`config.mk`:
```
export PLATFORM = sky130hd
export DESIGN_NAME = sclkc_top
export DESIGN_NICKNAME = d
export VERILOG_FILES = /design/src/hdl/sclkc_pkg.sv /design/src/hdl/sclkc_monitor.sv /design/src/hdl/sclkc_switch.sv /design/src/hdl/sclkc_top.sv
export SDC_FILE = /design/constraint.sdc
export NUM_CORES = 1
export LEC_CHECK = 0
export BUFFER_PORTS_ARGS = -buffer_cell sky130_fd_sc_hd__buf_2
export CAP_MARGIN = 20
export CORE_UTILIZATION = 40
export DETAILED_ROUTE_END_ITERATION = 7
export GPL_TIMING_DRIVEN = 0
export PLACE_DENSITY_LB_ADDON = 0.12
export SLEW_MARGIN = 20
export SYNTH_ARGS = -nofsm -noshare
export SYNTH_HDL_FRONTEND = slang
export SYNTH_SLANG_ARGS = --single-unit
```
`constraint.sdc`:
```
create_clock -name clk_i -period 2.2 [get_ports clk_i]
set_input_delay 0.44 -clock clk_i [delete_from_list [all_inputs] [get_ports clk_i]]
set_output_delay 0.44 -clock clk_i [all_outputs]
set_load 0.05 [all_outputs]
```
`src/hdl/sclkc_pkg.sv`:
```
// Shared constants and types for the system clock controller
`default_nettype none
package sclkc_pkg;
	// Core clock rate
	localparam int CLK_MHZ = 100;
	// Settling time after wakeup before the saved source is restored
	localparam int WAKE_STAB_NS = 1000;
	localparam int WAKE_STAB_CYC = (WAKE_STAB_NS * CLK_MHZ + 999) / 1000;
	localparam int WAKE_W = $clog2(WAKE_STAB_CYC + 1);
	// Quiet time on an external source that counts as a failure
	localparam int FAIL_NS = 2000;
	localparam int FAIL_CYC = (FAIL_NS * CLK_MHZ + 999) / 1000;
	localparam int FAIL_W = $clog2(FAIL_CYC + 1);
	// Register byte offsets
	localparam logic [7:0] ADR_CTRL = 8'h00;
	localparam logic [7:0] ADR_STATUS = 8'h04;
	localparam logic [7:0] ADR_PGATE = 8'h08;
	localparam logic [7:0] ADR_PINOUT = 8'h0C;
	localparam logic [7:0] ADR_TRIM = 8'h10;
	localparam logic [7:0] ADR_ISTAT = 8'h14;
	localparam logic [7:0] ADR_IMASK = 8'h18;
	// Interrupt status bit positions
	localparam int IRQ_FAIL = 0;
	localparam int IRQ_SWITCH = 1;
	localparam int IRQ_WAKE = 2;
	// Trim layout: magnitude in the low bits, sign on top
	localparam logic [3:0] TRIM_RESET = 4'h0;
	localparam logic [3:0] TRIM_FULL_MASK = 4'hF;
	localparam logic [3:0] TRIM_REDUCED_MASK = 4'hB;
	localparam int TRIM_WIDTH_SEL_BIT = 0;
	localparam logic [7:0] PGATE_RESET = 8'hFF;
	// Oscillator sources
	typedef enum logic [1:0] {
		SRC_FAST_RC,
		SRC_SLOW_RC,
		SRC_XTAL,
		SRC_USER
	} sclkc_src_type;
	// Source plus fast-RC prescaler code (0:/1 1:/2 2:/4 3:/8)
	typedef struct packed {
		sclkc_src_type sel;
		logic [1:0] div;
	} sclkc_cfg_type;
	localparam logic [1:0] DIV_BY8 = 2'h3;
	localparam sclkc_cfg_type CFG_RESET = '{SRC_FAST_RC, DIV_BY8};
	// Control register layout
	typedef struct packed {
		logic mon_en;
		logic core_en;
		sclkc_cfg_type cfg;
	} sclkc_ctrl_type;
	localparam sclkc_ctrl_type CTRL_RESET = '{1'b1, 1'b1, CFG_RESET};
	// Clock output pin configuration (0:system 1:fast 2:slow 3:crystal)
	typedef struct packed {
		logic en;
		logic [1:0] sel;
	} sclkc_pin_type;
	localparam sclkc_pin_type PIN_RESET = '{1'b0, 2'h0};
	// Power modes
	typedef enum logic [1:0] {
		ST_RUN,
		ST_HALT,
		ST_WAKE
	} sclkc_mode_type;
endpackage
`default_nettype wire

```
`src/hdl/sclkc_monitor.sv`:
```
// Watches an external source for missing edges
`default_nettype none
module sclkc_monitor (
	// Clock and reset
	input wire logic clk_i,
	input wire logic rst_i,
	// Supervised level, already synchronised
	input wire logic en_i,
	input wire logic lvl_i,
	// One-cycle failure pulse
	output logic fail_o
);
	localparam logic [sclkc_pkg::FAIL_W-1:0] LIMIT =
		sclkc_pkg::FAIL_W'(sclkc_pkg::FAIL_CYC);

	typedef struct packed {
		logic prev;
		logic [sclkc_pkg::FAIL_W-1:0] cnt;
		logic fail;
	} sclkc_mon_type;

	sclkc_mon_type s_r, s_nxt;

	// Any edge restarts the count; the pulse fires once per outage
	always_comb begin
		s_nxt = s_r;
		s_nxt.prev = lvl_i;
		s_nxt.fail = 1'b0;
		if (!en_i || lvl_i != s_r.prev) begin
			s_nxt.cnt = '0;
		end else if (s_r.cnt != LIMIT) begin
			s_nxt.cnt = s_r.cnt + 1'b1;
			s_nxt.fail = (s_nxt.cnt == LIMIT);
		end
	end

	// State register
	always_ff @(posedge clk_i) begin
		if (rst_i) begin
			s_r <= '0;
		end else begin
			s_r <= s_nxt;
		end
	end

	assign fail_o = s_r.fail;
endmodule // sclkc_monitor
`default_nettype wire

```
`src/hdl/sclkc_switch.sv`:
```
// Glitch-free source selector with fast RC prescaler
`default_nettype none
module sclkc_switch (
	// Clock and reset
	input wire logic clk_i,
	input wire logic rst_i,
	// Oscillator levels and ready flags
	input wire logic [3:0] src_clk_i,
	input wire logic [3:0] src_rdy_i,
	// Requested configuration
	input wire sclkc_pkg::sclkc_cfg_type req_i,
	// Results
	output sclkc_pkg::sclkc_cfg_type cur_o,
	output logic [3:0] lvl_o,
	output logic sys_clk_o,
	output logic switched_o
);
	typedef struct packed {
		logic [3:0] s1;
		logic [3:0] s2;
		logic [3:0] r1;
		logic [3:0] r2;
		logic prev_fast;
		logic [2:0] cnt;
		sclkc_pkg::sclkc_cfg_type cur;
		logic out;
		logic sw;
	} sclkc_sw_type;

	sclkc_sw_type s_r, s_nxt;
	logic lvl_cur, lvl_req, go;

	// Level of a configuration; only the fast RC goes through the prescaler
	function automatic logic level_of(sclkc_pkg::sclkc_cfg_type c,
		logic [3:0] lv, logic [2:0] cnt);
		logic l;
		l = lv[c.sel];
		if (c.sel == sclkc_pkg::SRC_FAST_RC && c.div != 2'h0) begin
			l = cnt[c.div - 2'h1];
		end
		return l;
	endfunction

	// Hand over only when the target is ready and both clocks sit low
	always_comb begin
		s_nxt = s_r;
		s_nxt.s1 = src_clk_i;
		s_nxt.s2 = s_r.s1;
		s_nxt.r1 = src_rdy_i;
		s_nxt.r2 = s_r.r1;
		s_nxt.prev_fast = s_r.s2[0];
		if (s_r.s2[0] && !s_r.prev_fast) begin
			s_nxt.cnt = s_r.cnt + 3'h1;
		end
		lvl_cur = level_of(s_r.cur, s_r.s2, s_r.cnt);
		lvl_req = level_of(req_i, s_r.s2, s_r.cnt);
		go = (req_i != s_r.cur) && s_r.r2[req_i.sel]
			&& !lvl_cur && !lvl_req && !s_r.out;
		s_nxt.sw = go;
		if (go) begin
			s_nxt.cur = req_i;
		end
		s_nxt.out = go ? 1'b0 : lvl_cur;
	end

	// State register
	always_ff @(posedge clk_i) begin
		if (rst_i) begin
			s_r <= '{default: '0, cur: sclkc_pkg::CFG_RESET};
		end else begin
			s_r <= s_nxt;
		end
	end

	assign cur_o = s_r.cur;
	assign lvl_o = s_r.s2;
	assign sys_clk_o = s_r.out;
	assign switched_o = s_r.sw;
endmodule // sclkc_switch
`default_nettype wire

```
`src/hdl/sclkc_top.sv`:
```
// System clock controller: source select, gating, wakeup, failure fallback
// What this block does
// After reset the system runs from fast RC divided by eight.
// Software may change source and divider any time through a register.
// A switch keeps the old source until the new one reports ready.
// Changeovers produce no truncated pulses or glitches.
// Software can stop the core clock and each peripheral clock.
// On wakeup the system runs from fast RC divided by eight.
// After a settling delay it returns to the source chosen before Halt.
// A failed external source makes the system fall back to fast RC /8.
// A selectable internal clock can be driven onto an output pin.
// Four sources: fast RC, slow RC, crystal and external user clock.
// Trim register holds three magnitude bits and a sign, all writable.
// Software trim never alters the factory calibration value.
// Option bit with valid complement selects two magnitude bits plus sign.
// Failure fallback sets a readable flag that can raise an interrupt.
//
// Implementation choices: the address map and the Wishbone interface to the registers.
`default_nettype none
module sclkc_top (
	// Clock and reset
	input wire logic clk_i,
	input wire logic rst_i,
	// Wishbone slave
	input wire logic wb_cyc_i,
	input wire logic wb_stb_i,
	input wire logic wb_we_i,
	input wire logic [7:0] wb_adr_i,
	input wire logic [3:0] wb_sel_i,
	input wire logic [31:0] wb_dat_i,
	output logic [31:0] wb_dat_o,
	output logic wb_ack_o,
	// Oscillators: fast RC, slow RC, crystal, user clock
	input wire logic [3:0] src_clk_i,
	input wire logic [3:0] src_rdy_i,
	// Core power state and trim option bytes
	input wire logic halt_i,
	input wire logic [7:0] trim_option_byte_i,
	input wire logic [7:0] trim_option_byte_inverse_i,
	// Distributed clocks
	output logic sys_clk_o,
	output logic core_clk_o,
	output logic [7:0] periph_clk_o,
	// Clock output pin
	output logic clock_output_pin_o,
	output logic clock_output_pin_oe_o,
	// Oscillator trim and interrupt
	output logic [3:0] rc_trim_o,
	output logic irq_o
);
	localparam int WAKE_D = sclkc_pkg::WAKE_STAB_CYC;
	localparam logic [sclkc_pkg::WAKE_W-1:0] WAKE_LAST =
		sclkc_pkg::WAKE_W'(sclkc_pkg::WAKE_STAB_CYC - 1);

	typedef struct packed {
		sclkc_pkg::sclkc_mode_type mode;
		logic [sclkc_pkg::WAKE_W-1:0] wcnt;
		sclkc_pkg::sclkc_ctrl_type ctrl;
		logic [7:0] pgate;
		sclkc_pkg::sclkc_pin_type pin;
		sclkc_pkg::sclkc_pin_type pin_l;
		logic [3:0] trim;
		logic [2:0] istat;
		logic [2:0] imask;
		logic fallback;
		logic core_en_l;
		logic [7:0] pg_l;
		logic core_clk;
		logic [7:0] pclk;
		logic pin_out;
		logic ack;
		logic [31:0] rdat;
	} sclkc_state_type;

	sclkc_state_type s_r, s_nxt;
	sclkc_pkg::sclkc_cfg_type req_cfg, cur_cfg;
	logic [3:0] lvl;
	logic sys_lvl, switched, mon_fail, mon_en, ext_sel;
	logic bus_req, wr, fail_ev, wake_done, opt_ok, reduced;
	logic [2:0] ev;
	logic [7:0] status;

	// Level that the clock output pin would carry for a configuration
	function automatic logic pin_src(sclkc_pkg::sclkc_pin_type p,
		logic sys, logic [3:0] lv);
		logic l;
		unique case (p.sel)
			2'h0: l = sys;
			2'h1: l = lv[0];
			2'h2: l = lv[1];
			2'h3: l = lv[2];
		endcase
		return l;
	endfunction

	// Configuration steered into the selector
	always_comb begin
		if (s_r.mode != sclkc_pkg::ST_RUN || s_r.fallback) begin
			req_cfg = sclkc_pkg::CFG_RESET;
		end else begin
			req_cfg = s_r.ctrl.cfg;
		end
	end

	sclkc_switch u_switch (
		.clk_i(clk_i),
		.rst_i(rst_i),
		.src_clk_i(src_clk_i),
		.src_rdy_i(src_rdy_i),
		.req_i(req_cfg),
		.cur_o(cur_cfg),
		.lvl_o(lvl),
		.sys_clk_o(sys_lvl),
		.switched_o(switched)
	);

	// Only the external sources are supervised
	assign ext_sel = (s_r.ctrl.cfg.sel == sclkc_pkg::SRC_XTAL)
		|| (s_r.ctrl.cfg.sel == sclkc_pkg::SRC_USER);
	assign mon_en = s_r.ctrl.mon_en && ext_sel && !s_r.fallback;

	sclkc_monitor u_monitor (
		.clk_i(clk_i),
		.rst_i(rst_i),
		.en_i(mon_en),
		.lvl_i(lvl[s_r.ctrl.cfg.sel]),
		.fail_o(mon_fail)
	);

	// Reduced trim format only when the option byte pair is consistent
	assign opt_ok = (trim_option_byte_i == ~trim_option_byte_inverse_i);
	assign reduced = opt_ok
		&& trim_option_byte_i[sclkc_pkg::TRIM_WIDTH_SEL_BIT];

	// Bus decode: one wait state, ack dropped the cycle after it was given
	assign bus_req = wb_cyc_i && wb_stb_i && !s_r.ack;
	assign wr = bus_req && wb_we_i && wb_sel_i[0];

	assign fail_ev = mon_fail && mon_en;
	assign wake_done = (s_r.mode == sclkc_pkg::ST_WAKE)
		&& (s_r.wcnt == WAKE_LAST);
	assign ev = {wake_done, switched, fail_ev};

	// Status view of the live selection
	assign status = {s_r.mode, s_r.fallback, cur_cfg != req_cfg,
		cur_cfg.div, cur_cfg.sel};

	// Next-state logic for registers, power mode and clock gates
	always_comb begin
		s_nxt = s_r;
		s_nxt.ack = bus_req;
		s_nxt.rdat = 32'h0;
		// Sticky events: a new event beats a clear in the same cycle
		s_nxt.istat = s_r.istat | ev;
		if (bus_req && !wb_we_i) begin
			unique case (wb_adr_i)
				sclkc_pkg::ADR_CTRL: s_nxt.rdat[5:0] = s_r.ctrl;
				sclkc_pkg::ADR_STATUS: s_nxt.rdat[7:0] = status;
				sclkc_pkg::ADR_PGATE: s_nxt.rdat[7:0] = s_r.pgate;
				sclkc_pkg::ADR_PINOUT: s_nxt.rdat[2:0] = s_r.pin;
				sclkc_pkg::ADR_TRIM: s_nxt.rdat[3:0] = s_r.trim;
				sclkc_pkg::ADR_ISTAT: s_nxt.rdat[2:0] = s_r.istat;
				sclkc_pkg::ADR_IMASK: s_nxt.rdat[2:0] = s_r.imask;
				default: s_nxt.rdat = 32'h0;
			endcase
		end
		if (wr) begin
			unique case (wb_adr_i)
				sclkc_pkg::ADR_CTRL: begin
					// A fresh selection also releases a failure fallback
					s_nxt.ctrl = sclkc_pkg::sclkc_ctrl_type'(wb_dat_i[5:0]);
					s_nxt.fallback = 1'b0;
				end
				sclkc_pkg::ADR_PGATE: s_nxt.pgate = wb_dat_i[7:0];
				sclkc_pkg::ADR_PINOUT:
					s_nxt.pin = sclkc_pkg::sclkc_pin_type'(wb_dat_i[2:0]);
				sclkc_pkg::ADR_TRIM: s_nxt.trim = wb_dat_i[3:0];
				sclkc_pkg::ADR_ISTAT:
					s_nxt.istat = (s_r.istat & ~wb_dat_i[2:0]) | ev;
				sclkc_pkg::ADR_IMASK: s_nxt.imask = wb_dat_i[2:0];
				default: s_nxt.imask = s_r.imask;
			endcase
		end
		// Failure forces the divided fast RC until software reselects
		if (fail_ev) begin
			s_nxt.fallback = 1'b1;
		end
		// Power mode sequencing
		unique case (s_r.mode)
			sclkc_pkg::ST_RUN: begin
				if (halt_i) begin
					s_nxt.mode = sclkc_pkg::ST_HALT;
				end
			end
			sclkc_pkg::ST_HALT: begin
				if (!halt_i) begin
					s_nxt.mode = sclkc_pkg::ST_WAKE;
					s_nxt.wcnt = '0;
				end
			end
			sclkc_pkg::ST_WAKE: begin
				s_nxt.wcnt = s_r.wcnt + 1'b1;
				if (wake_done) begin
					s_nxt.mode = sclkc_pkg::ST_RUN;
				end
			end
			default: s_nxt.mode = sclkc_pkg::ST_RUN;
		endcase
		// Gate enables move only while the clock is low, so no runt edges
		if (!sys_lvl) begin
			s_nxt.core_en_l = s_r.ctrl.core_en
				&& (s_r.mode != sclkc_pkg::ST_HALT);
			s_nxt.pg_l = s_r.pgate;
		end
		s_nxt.core_clk = sys_lvl && s_r.core_en_l;
		s_nxt.pclk = {8{sys_lvl}} & s_r.pg_l;
		// Pin configuration swaps only while old and new levels are low
		if (!s_r.pin_out && !pin_src(s_r.pin, sys_lvl, lvl)) begin
			s_nxt.pin_l = s_r.pin;
		end
		s_nxt.pin_out = s_r.pin_l.en && pin_src(s_r.pin_l, sys_lvl, lvl);
	end

	// State register
	always_ff @(posedge clk_i) begin
		if (rst_i) begin
			s_r <= '{
				mode: sclkc_pkg::ST_RUN,
				ctrl: sclkc_pkg::CTRL_RESET,
				pgate: sclkc_pkg::PGATE_RESET,
				pin: sclkc_pkg::PIN_RESET,
				pin_l: sclkc_pkg::PIN_RESET,
				trim: sclkc_pkg::TRIM_RESET,
				pg_l: sclkc_pkg::PGATE_RESET,
				core_en_l: 1'b1,
				default: '0
			};
		end else begin
			s_r <= s_nxt;
		end
	end

	// Outputs; the factory calibration lives elsewhere and is only offset
	assign wb_ack_o = s_r.ack;
	assign wb_dat_o = s_r.rdat;
	assign sys_clk_o = sys_lvl;
	assign core_clk_o = s_r.core_clk;
	assign periph_clk_o = s_r.pclk;
	assign clock_output_pin_o = s_r.pin_out;
	assign clock_output_pin_oe_o = s_r.pin_l.en;
	assign rc_trim_o = s_r.trim & (reduced ? sclkc_pkg::TRIM_REDUCED_MASK
		: sclkc_pkg::TRIM_FULL_MASK);
	assign irq_o = |(s_r.istat & s_r.imask);
endmodule // sclkc_top
`default_nettype wire
```
[Yosys cells after proc, flatten, opt, wreduce, memory -nomap -nowiden]
Cells that the tools add are included.
Word-level totals
  bits in registers: 128
  input port bits: 74
  output and inout bits: 50
  logic and storage cells: 174
Cells by class
  add/sub/neg operators: 5
  order comparisons: 5
  equal/unequal tests: 27
  muxes and demuxes: 32
  bitwise logic cells: 10
  reductions and logical operators: 59
Operator list (count)
  equality test 8 x 5 -> 1 bit (second input constant): 3
  logical AND 1 bit: 21
  one-hot mux 3 bit (7 select lines): 1
  equality test 8 x 4 -> 1 bit (second input constant): 2
  less-than comparator 2 x 3 -> 1 bit (second input constant): 5
  equality test 2 bit (second input constant): 7
  one-hot mux 7 bit (2 select lines): 1
  AND reduction 2 bit: 7
  binary-select mux 1 bit (select 2 bit): 6
  one-hot mux 1 bit (4 select lines): 3
  one-hot mux 2 bit (3 select lines): 2
  nonzero test 2 bit: 6
  logical NOT 1 bit: 10
  logical NOT 2 bit: 5
  2-to-1 mux 1 bit: 10
  2-to-1 mux 3 bit: 3
  2-to-1 mux 9 bit: 1
  adder 8 x 1 -> 8 bit (second input constant): 1
  AND 8 bit: 1
  equality test 8 x 3 -> 1 bit (second input constant): 1
  equality test 8 bit: 1
  equality test 8 bit (second input constant): 1
  logical NOT 8 bit: 1
  inequality test 4 bit: 2
  23 further kinds: 37

[Depth between registers and ports, before layout]
Gate-level depths: netlist (run 1).
  depth in word-level cells: 11
  mapped depth: 9
  depth with buffers taken out: 8

[Hierarchy]
From an unflattened synthesis (run 1), not the netlist that was laid out.
Unflattened totals
  cell total of the unflattened synthesis: 565
  area, all modules: 5088.6 µm²
Modules (own cells, without submodules)
  sclkc_top: times used 1, cells an instance 410, area each 3493.4 µm², seq. area each 1361.3 µm²
  sclkc_switch: times used 1, cells an instance 105, area each 1107.3 µm², seq. area each 520.5 µm²
  sclkc_monitor: times used 1, cells an instance 50, area each 488.0 µm², seq. area each 200.2 µm²

[Worst setup path before layout (run 1)]
Ideal clock, no wire load.
  path type: reg-to-reg
  start: register s_r[52] (netlist bit)
  end: register u_switch.s_r, in the netlist u_switch.cur_o[1]
  setup time: 0.119 ns
  arrival: 1.884 ns
  data required time: 2.081 ns
  slack: 0.196 ns
  stages on the path, launching flop included: 9
  path buffers: 1
  clock period less this slack: 2.004 ns
  cells stage by stage: dfxtp_1 buf_4 nor4_2 ha_1 and3_1 o21ai_0 o31a_1 and3_1 o21bai_1
On the way
  word-level cells in the longest chain between the ends: 9
  elaborated cells on any way between the ends: 19
  those cells by class: add/sub: 1; eq/ne: 1; mux: 8; reduce/logical: 9
RTL lines
  start: declaration: RTL line sclkc_top.sv:75  | sclkc_state_type s_r, s_nxt;
  start signal: assignment: RTL line sclkc_top.sv:227  | s_r <= '{
  start signal: assignment: RTL line sclkc_top.sv:239  | s_r <= s_nxt;
  logical OR 1 bit (*): RTL line sclkc_top.sv:98  | if (s_r.mode != sclkc_pkg::ST_RUN || s_r.fallback) begin
  2-to-1 mux 4 bit (*): RTL line sclkc_top.sv:98
  subtractor 2 x 1 -> 2 bit: RTL line sclkc_switch.sv:39  | l = cnt[c.div - 2'h1];
  binary-select mux 1 bit (select 2 bit): RTL line sclkc_switch.sv:39
  2-to-1 mux 1 bit (not written as such): RTL line sclkc_switch.sv:39
  2-to-1 mux 1 bit: RTL line sclkc_switch.sv:38  | if (c.sel == sclkc_pkg::SRC_FAST_RC && c.div != 2'h0) begin
  logical NOT 1 bit: RTL line sclkc_switch.sv:58  | && !lvl_cur && !lvl_req && !s_r.out;
  logical AND 1 bit (2 in series): RTL line sclkc_switch.sv:58
  end signal: assignment: RTL line sclkc_switch.sv:71  | s_r <= s_nxt;
  end: declaration: RTL line sclkc_switch.sv:30  | sclkc_sw_type s_r, s_nxt;
Mark *: on every way between the ends. The rest lies on a longest branch, timed or not. The select of a mux whose other input is x is not followed.
A chain may end at the register's enable or synchronous reset.

[Worst setup path after layout (run 1)]
  start: register s_r[52] (netlist bit)
  end: register u_switch.s_r, in the netlist u_switch.cur_o[2]
Same word-level chain as after synthesis.

==> summary.md, run 1 <==
| Metric | Value |
|---|---|
| #FFs+latches synth | 104 |
| Via count of the first global-routing pass | 3,598 |
| Routability cong. | 0.802 |
| Antenna cells | 0 |
| CTS root buffer | clkbuf_16 |
| Area of the multi-input gates | around 2400 um2 |
| Vias post-DR | about 4k |
| Crit-path slowest cell | nor4_4 |
| FF+latch area | about 2100 um2 |
| Die height | between 100 and 150 um |
| Largest net degree at the start of global routing | 20 |
| Power share of the clock group | between 40 and 50% |
| Leakage | 2.66 nW |
| Clock period minus worst slack | 2.18 ns |
| Worst endpoint required time | ~2.5 ns |
| CTS tree | done |
| Most used cell along the critical path | buf_6 |
| Initial Utilization | approximately two fifths |
| Die ar. | about 13,000 um2 |
| Flop pwr share | around half |
| Fraction of layout cells with a size suffix above 1 | between 20% and 30% |
| PwrDens | roughly 670 nW/um2 |
| Max-Cap Viols | 0 |
| Final HPWL DP | 8.40 mm |
| Maximum VDD drop | roughly 0.00063 V |
| Pint | 2.92 mW |
| Overall power | 3.93 mW |
| Core ar. | 11,600 um2 |
| Post-synth EDFFs | 0 |
| Antenna Nets Post-Route | 0 |
| Vias/cell | slightly below 5 |
| Total wire length | about 11 mm |
| Final #Nets | 727 |
| Setup TNS | 0 ns |
| CP max stage delay | 0.39 ns |
| Type of the most critical hold path | in -> reg |
| Overall Global Routing Usage | 18.7% |
| Mean post-synth cell area | approximately 9 um2 |
| Hold Buf Count CTS | 0 |
| Yosys warns | 0 |
| Mapped Cells | between 500 and 600 |
| Final period util | 99.3% |
| # clock sinks | roughly 100 |
| Crit end category | flop |
| Final slew viol count | 0 |
| First-pass GRT wire length | 18.0 mm |
| Switch share | roughly a quarter |
| Fin Hold WS | ~0.29 ns |
| Initial DRC count | about 180 |
| CP Cell Sequence | buf_6 -> nor4_4 -> ha_1 -> nand2b_4 -> a21oi_1 -> o21ai_1 -> o31a_1 -> buf_6 -> a21bo_1 -> a21oi_2 |
| Site Rows | 39 |
| Setup-failing EPs final | 0 |
| H-tree depth | 3 |
| Drt wl/cell | ~14 um |
| Crit-path max FO | 9 |
| Logic gate share of total power | under 10% |
| Input/output buffers | approximately 70 |
| GRT Residual Overflow | 0 |
| Violated checks | design-rule violations |
| Asr flop ratio synth | 0% |
| P_sw | 1.01 mW |
| Worst Path Arrival | approximately 2.5 ns |
| Unique masters post-synth | 60 |
| Worst-Margin Slew | around 0.65 ns |
| Worst Setup Start Kind | flop |
| Main synth FF type | dfxtp_1 |
| Slew headroom | 56.7% |
| Num CTS Buffers | 9 |
| F_max | 458 MHz |
| Sequential share of the synthesized area | between 40% and 50% |
| I/O pin cnt | ~120 |
| RSZ-0062 raised after global routing | true |
| Synthesized area | slightly below 5000 um2 |
| Setup Skew | slightly above 0.009 ns |
| Die X | around 110 um |
| Drt pass-1 iters | 6 |
| Worst-path clk slew | roughly 0.070 ns |
| Fill count | roughly 1.2k |
| Clock latency at the later pin of the worst-skew pair | approximately 0.36 ns |
| Initial antenna violation count | 0 |
| Worst setup path class | reg -> reg |
| R2r setup slk | ~0.015 ns |
| Status | finished, violations left |
| Area growth, synth to finish | 20.2% |
| Hold Fails Final Rpt | 0 |
| Clk buf depth | 2 |
| DRC Markers | 8 |
==> per-layer routing <==
layer / GRT usage (%) / up-vias / routed length, um
li1: - / 1983 / -
met1: 22.8 / 1826 / 5100
met2: 31.3 / 95 / 5560
met3: 4.37 / 13 / 488
met4: 8.36 / 0 / 193
met5: 0 / - / 0
==> flip-flops by register name (all words and copies together) (netlist names) <==
name,flops
s_r,48
u_monitor.s_r,9
periph_clk_o,8
u_switch.s_nxt,8
u_switch.s_r,8
wb_dat_o,8
u_switch.cur_o,4
u_switch.lvl_o,4
clock_output_pin_o,1
clock_output_pin_oe_o,1
core_clk_o,1
u_monitor.fail_o,1
u_switch.switched_o,1
u_switch.sys_clk_o,1
wb_ack_o,1
==> cell type report <==
type	count	share of cell area, %
multi-input cells	369	40.7
flip-flops and latches	104	35.6
plain buffers	70	7.66
repair buffers	73	6.40
clock buffers	9	3.85
well taps	143	3.06
clock inverters	7	1.48
inverters	20	1.28
==> critical path, delay by kind of cell (launching register included) <==
kind | cells | cell delay, ns
AO/OA/AOI/OAI | 5 | 0.65
AND/OR/NAND/NOR | 2 | 0.54
buffers and inverters | 2 | 0.28
adder cells (fa/ha/maj) | 1 | 0.33
flip-flops | 1 | 0.31
==> kinds of logic (layout without fill, tap and decap cells) <==
kind of cell	after synthesis	after routing	synth area share (%)
buf+inv	90	179	10.7
flops	104	104	42.8
fa+ha+maj	6	6	1.54
xor+xnor	21	21	3.78
other cells	1	24	0.0771
compound gates	82	82	10.9
simple gates	204	204	22.9
mux	32	32	7.41
==> synth_stat cells (12+ instances only) <==
cell type  count  area share [%]
nor2_1        58             4.5
mux2i_1       27             5.6
and3_1        13             1.7
clkbuf_1      18             1.4
dfxtp_1      104              43
nand3_1       22             2.3
nand2_1       35             2.7
o21ai_0       12             1.2
nor2b_1       25             3.2
nand3b_1      13             2.0
a21oi_1       34             3.5
buf_4         45             6.9
inv_1         20             1.5
==> power by group through the flow <==
stage | Combinational, mW | Sequential (mW) | Clock [mW]
after detailed placement | 0.328 | 1.96 | 0
final | 0.329 | 1.92 | 1.69
after global routing | 0.354 | 1.92 | 1.79
after floorplan | 0.234 | 1.96 | 0
after CTS | 0.329 | 1.92 | 1.72
after global placement | 0.324 | 1.96 | 0
==> final timing paths <==
path                            startpoint                        endpoint  depth (start not counted)
min reg2reg  u_switch.s_nxt[11]$_SDFF_PP0_     u_switch.s_r[11]$_SDFF_PP0_                          1
min                           src_clk_i[0]   u_switch.s_nxt[18]$_SDFF_PP0_                          2
max reg2reg           s_r[52]$_SDFFE_PP0P_  u_switch.cur_o[2]$_SDFFE_PP0P_                         10
max                   s_r[52]$_SDFFE_PP0P_  u_switch.cur_o[2]$_SDFFE_PP0P_                         10
==> placed cells by master (no fill, tap or decap), drive strengths merged, types with 3 or more instances in the layout <==
cell     count
nand3       23
dfxtp      104
a21oi       34
nand2b       4
nor4b        3
mux2i       27
nor2        59
nor3b        4
or2          6
nor3         6
nand3b      13
a211o        5
xor2        10
inv         23
mux4         3
and3        13
xnor2       11
nor2b       25
a21o         3
clkbuf      27
a2111oi      3
o21bai       3
nor4         5
a22oi        5
conb        24
ha           6
o21ai       12
nand4        3
nand2       36
buf        125
==> through the flow <==
stage               cell area (um2)  setup WS (ns)  util, %  cells
finish                         5850         0.0153     50.4    795
CTS                            5810        0.00179     50.1    794
global placement               5490        -0.0406     47.2    777
floorplan                      4950          0.196        -    563
global route                   5850         -0.110     50.4    795
detailed placement             5490         -0.113     47.2    777
==> what timing repair did <==
item                                    in CTS  in global routing
pin swaps                                    1                  4
buffers inserted                             1                  1
endpoints found under the setup margin       4                  5
gates resized for setup                      1                  8
cloned                                       0                  0
No activity file was read; power rests on OpenSTA's default activity.
==> inputs of run 2 (changes only) <==
- RECOVER_POWER: default -> 25
==> summary.md, run 2 (synthesis gave the netlist of run 1 again) <==
| Metric | Value |
|---|---|
| Status | finished, violations left (unchanged) |
| Violated checks | design-rule violations (unchanged) |
| Antenna cells | 0 (unchanged) |
| Vias/cell | 4.94 (was 4.93) |
| Leakage | 2.63 nW (was 2.66 nW) |
| Die height | 112 um (unchanged) |
| Clk buf depth | 2 (unchanged) |
| Setup-failing EPs final | 0 (unchanged) |
| CP max stage delay | 0.39 ns (about the same) |
| Final #Nets | 727 (unchanged) |
| Die X | 112 um (unchanged) |
| Slew headroom | 56.7% (about the same) |
| Num CTS Buffers | 9 (unchanged) |
| Biggest regs | s_r: 48 flops, u_monitor.s_r: 9 flops (unchanged) |
| Area growth, synth to finish | 20.0% (was 20.2%) |
| Crit-path slowest cell | nor4_4 (unchanged) |
| Drt pass-1 iters | 6 (unchanged) |
| Max-Cap Viols | 0 (unchanged) |
| CP Cell Sequence | buf_6 -> nor4_4 -> ha_1 -> nand2b_4 -> a21oi_1 -> o21ai_1 -> o31a_1 -> buf_6 -> a21bo_1 -> a21oi_2 (unchanged) |
| Type of the most critical hold path | in -> reg (unchanged) |
| Biggest register | s_r (unchanged) |
| Fill count | 1,151 (unchanged) |
| Final instance area | 5840 um2 (was 5850 um2) |
| Die ar. | 12,600 um2 (unchanged) |
| Total wire length | 11.3 mm (about the same) |
| Final HPWL DP | 8.40 mm (unchanged) |
| Drt wl/cell | 14.3 um (about the same) |
| Most frequent cells in the layout | dfxtp_1, buf_2, nor2_1 (unchanged) |
| F_max | 458 MHz (about the same) |
| Largest net degree at the start of global routing | 20 (unchanged) |
| Util after Layout | 50.3% (was 50.4%) |
| Final period util | 99.3% (about the same) |
| Worst Path Arrival | 2.47 ns (about the same) |
| Max reg flops | 48 (unchanged) |
| Fraction of layout cells with a size suffix above 1 | 23.6% (was 24.8%) |
| Initial DRC count | 177 (unchanged) |
| Vias post-DR | 3,925 (was 3,917) |
| Placed cell area | 5490 um2 (unchanged) |
| RSZ-0062 raised after global routing | true (unchanged) |
| CTS root buffer | clkbuf_16 (unchanged) |
| GRT Residual Overflow | 0 (unchanged) |
| Setup Skew | 0.00891 ns (was 0.00905 ns) |
| Worst setup path class | reg -> reg (unchanged) |
| Worst-Margin Slew | 0.649 ns (about the same) |
| Routability cong. | 0.802 (unchanged) |
| DRC Markers | 8 (unchanged) |
| Crit-path max FO | 9 (unchanged) |
| Worst endpoint required time | 2.49 ns (about the same) |
| # clock sinks | 104 (unchanged) |
| Most used cell along the critical path | buf_6 (unchanged) |
| CTS tree | done (unchanged) |
| PwrDens | 673 nW/um2 (was 672 nW/um2) |
| Initial Utilization | 41.9% (unchanged) |
| Worst-path clk slew | 0.07 ns (about the same) |
| Clock latency at the later pin of the worst-skew pair | 0.36 ns (about the same) |
| Hold Fails Final Rpt | 0 (unchanged) |
| Overall Global Routing Usage | 18.7% (unchanged) |
| Input/output buffers | 71 (unchanged) |
| H-tree depth | 3 (unchanged) |
| Crit end category | flop (unchanged) |
| Setup TNS | 0 ns (unchanged) |
| Clock period minus worst slack | 2.18 ns (about the same) |
| I/O pin cnt | 124 (unchanged) |
| Antenna Nets Post-Route | 0 (unchanged) |
| Site Rows | 39 (unchanged) |
| Maximum VDD drop | 0.000626 V (was 0.000625 V) |
| Final slew viol count | 0 (unchanged) |
| Worst Setup Start Kind | flop (unchanged) |
| First-pass GRT wire length | 18.0 mm (unchanged) |
| Via count of the first global-routing pass | 3,598 (unchanged) |
| Most common cell after layout, fill and taps aside | dfxtp_1 (unchanged) |
| Initial antenna violation count | 0 (unchanged) |
| Core ar. | 11,600 um2 (unchanged) |
[run 2: changes by cell type in the layout (fill, tap and decap cells not counted)]
cell      delta
buf_2        -8
clkbuf_1     +8
[run 2: critical path, delay by kind of cell, from the launching register on]
kind	cells	cell delay [ns]
compound gates	5	0.65
fa+ha+maj	1	0.33
buf+inv	2	0.28
flops	1	0.31
simple gates	2	0.54
[run 2: layout make-up]
class / count / area, um2 / share of cell area [%]
multi-input combinational: 369 / 2380 / 40.7
timing repair buffer: 73 / 365 / 6.26
clock buffer: 9 / 225 / 3.86
buffer: 70 / 447 / 7.65
tap: 143 / 179 / 3.06
sequential: 104 / 2080 / 35.7
clock inverter: 7 / 86.3 / 1.48
inverter: 20 / 75.1 / 1.29
[run 2: worst paths after layout]
path                                                     from                              to  slack (ns)  cells after the start
worst max-delay path                     s_r[52]$_SDFFE_PP0P_  u_switch.cur_o[2]$_SDFFE_PP0P_        0.02                     10
worst min-delay path                             src_clk_i[0]   u_switch.s_nxt[18]$_SDFF_PP0_        0.29                      2
worst max register to register           s_r[52]$_SDFFE_PP0P_  u_switch.cur_o[2]$_SDFFE_PP0P_        0.02                     10
worst min register to register  u_switch.s_nxt[11]$_SDFF_PP0_     u_switch.s_r[11]$_SDFF_PP0_        0.44                      1
[run 2: per-stage QoR]
stage | total power [mW] | std cells | hold WS (ns) | setup WS (ns)
finish | 3.93 | 795 | 0.285 | 0.0152
CTS | 3.97 | 794 | 0.277 | 0.00179
global placement | 2.28 | 777 | 0.418 | -0.0406
floorplan | 2.19 | 563 | 0.410 | 0.196
global route | 4.07 | 795 | 0.292 | -0.110
detailed placement | 2.29 | 777 | 0.423 | -0.113
[run 2: power breakdown]
part           switching, mW  internal, mW  total (mW)
Combinational          0.214         0.115       0.329
Sequential            0.0150          1.90        1.92
Clock                  0.779         0.907        1.69
Total                   1.01          2.92        3.93
[run 2: metal layers]
layer	routed length (um)	vias up	GRT usage, %
li1	-	1982	-
met1	5060	1828	22.8
met2	5540	102	31.3
met3	543	13	4.37
met4	193	0	8.36
met5	0	-	0
[run 2: repair_timing]
action                                 CTS  global route
buffers inserted                         1             1
pin swaps                                1             4
resized for setup                        1             8
hold buffers                             0             0
setup endpoints to repair                4             5
endpoints found under the hold margin    0             0
cloned                                   0             0
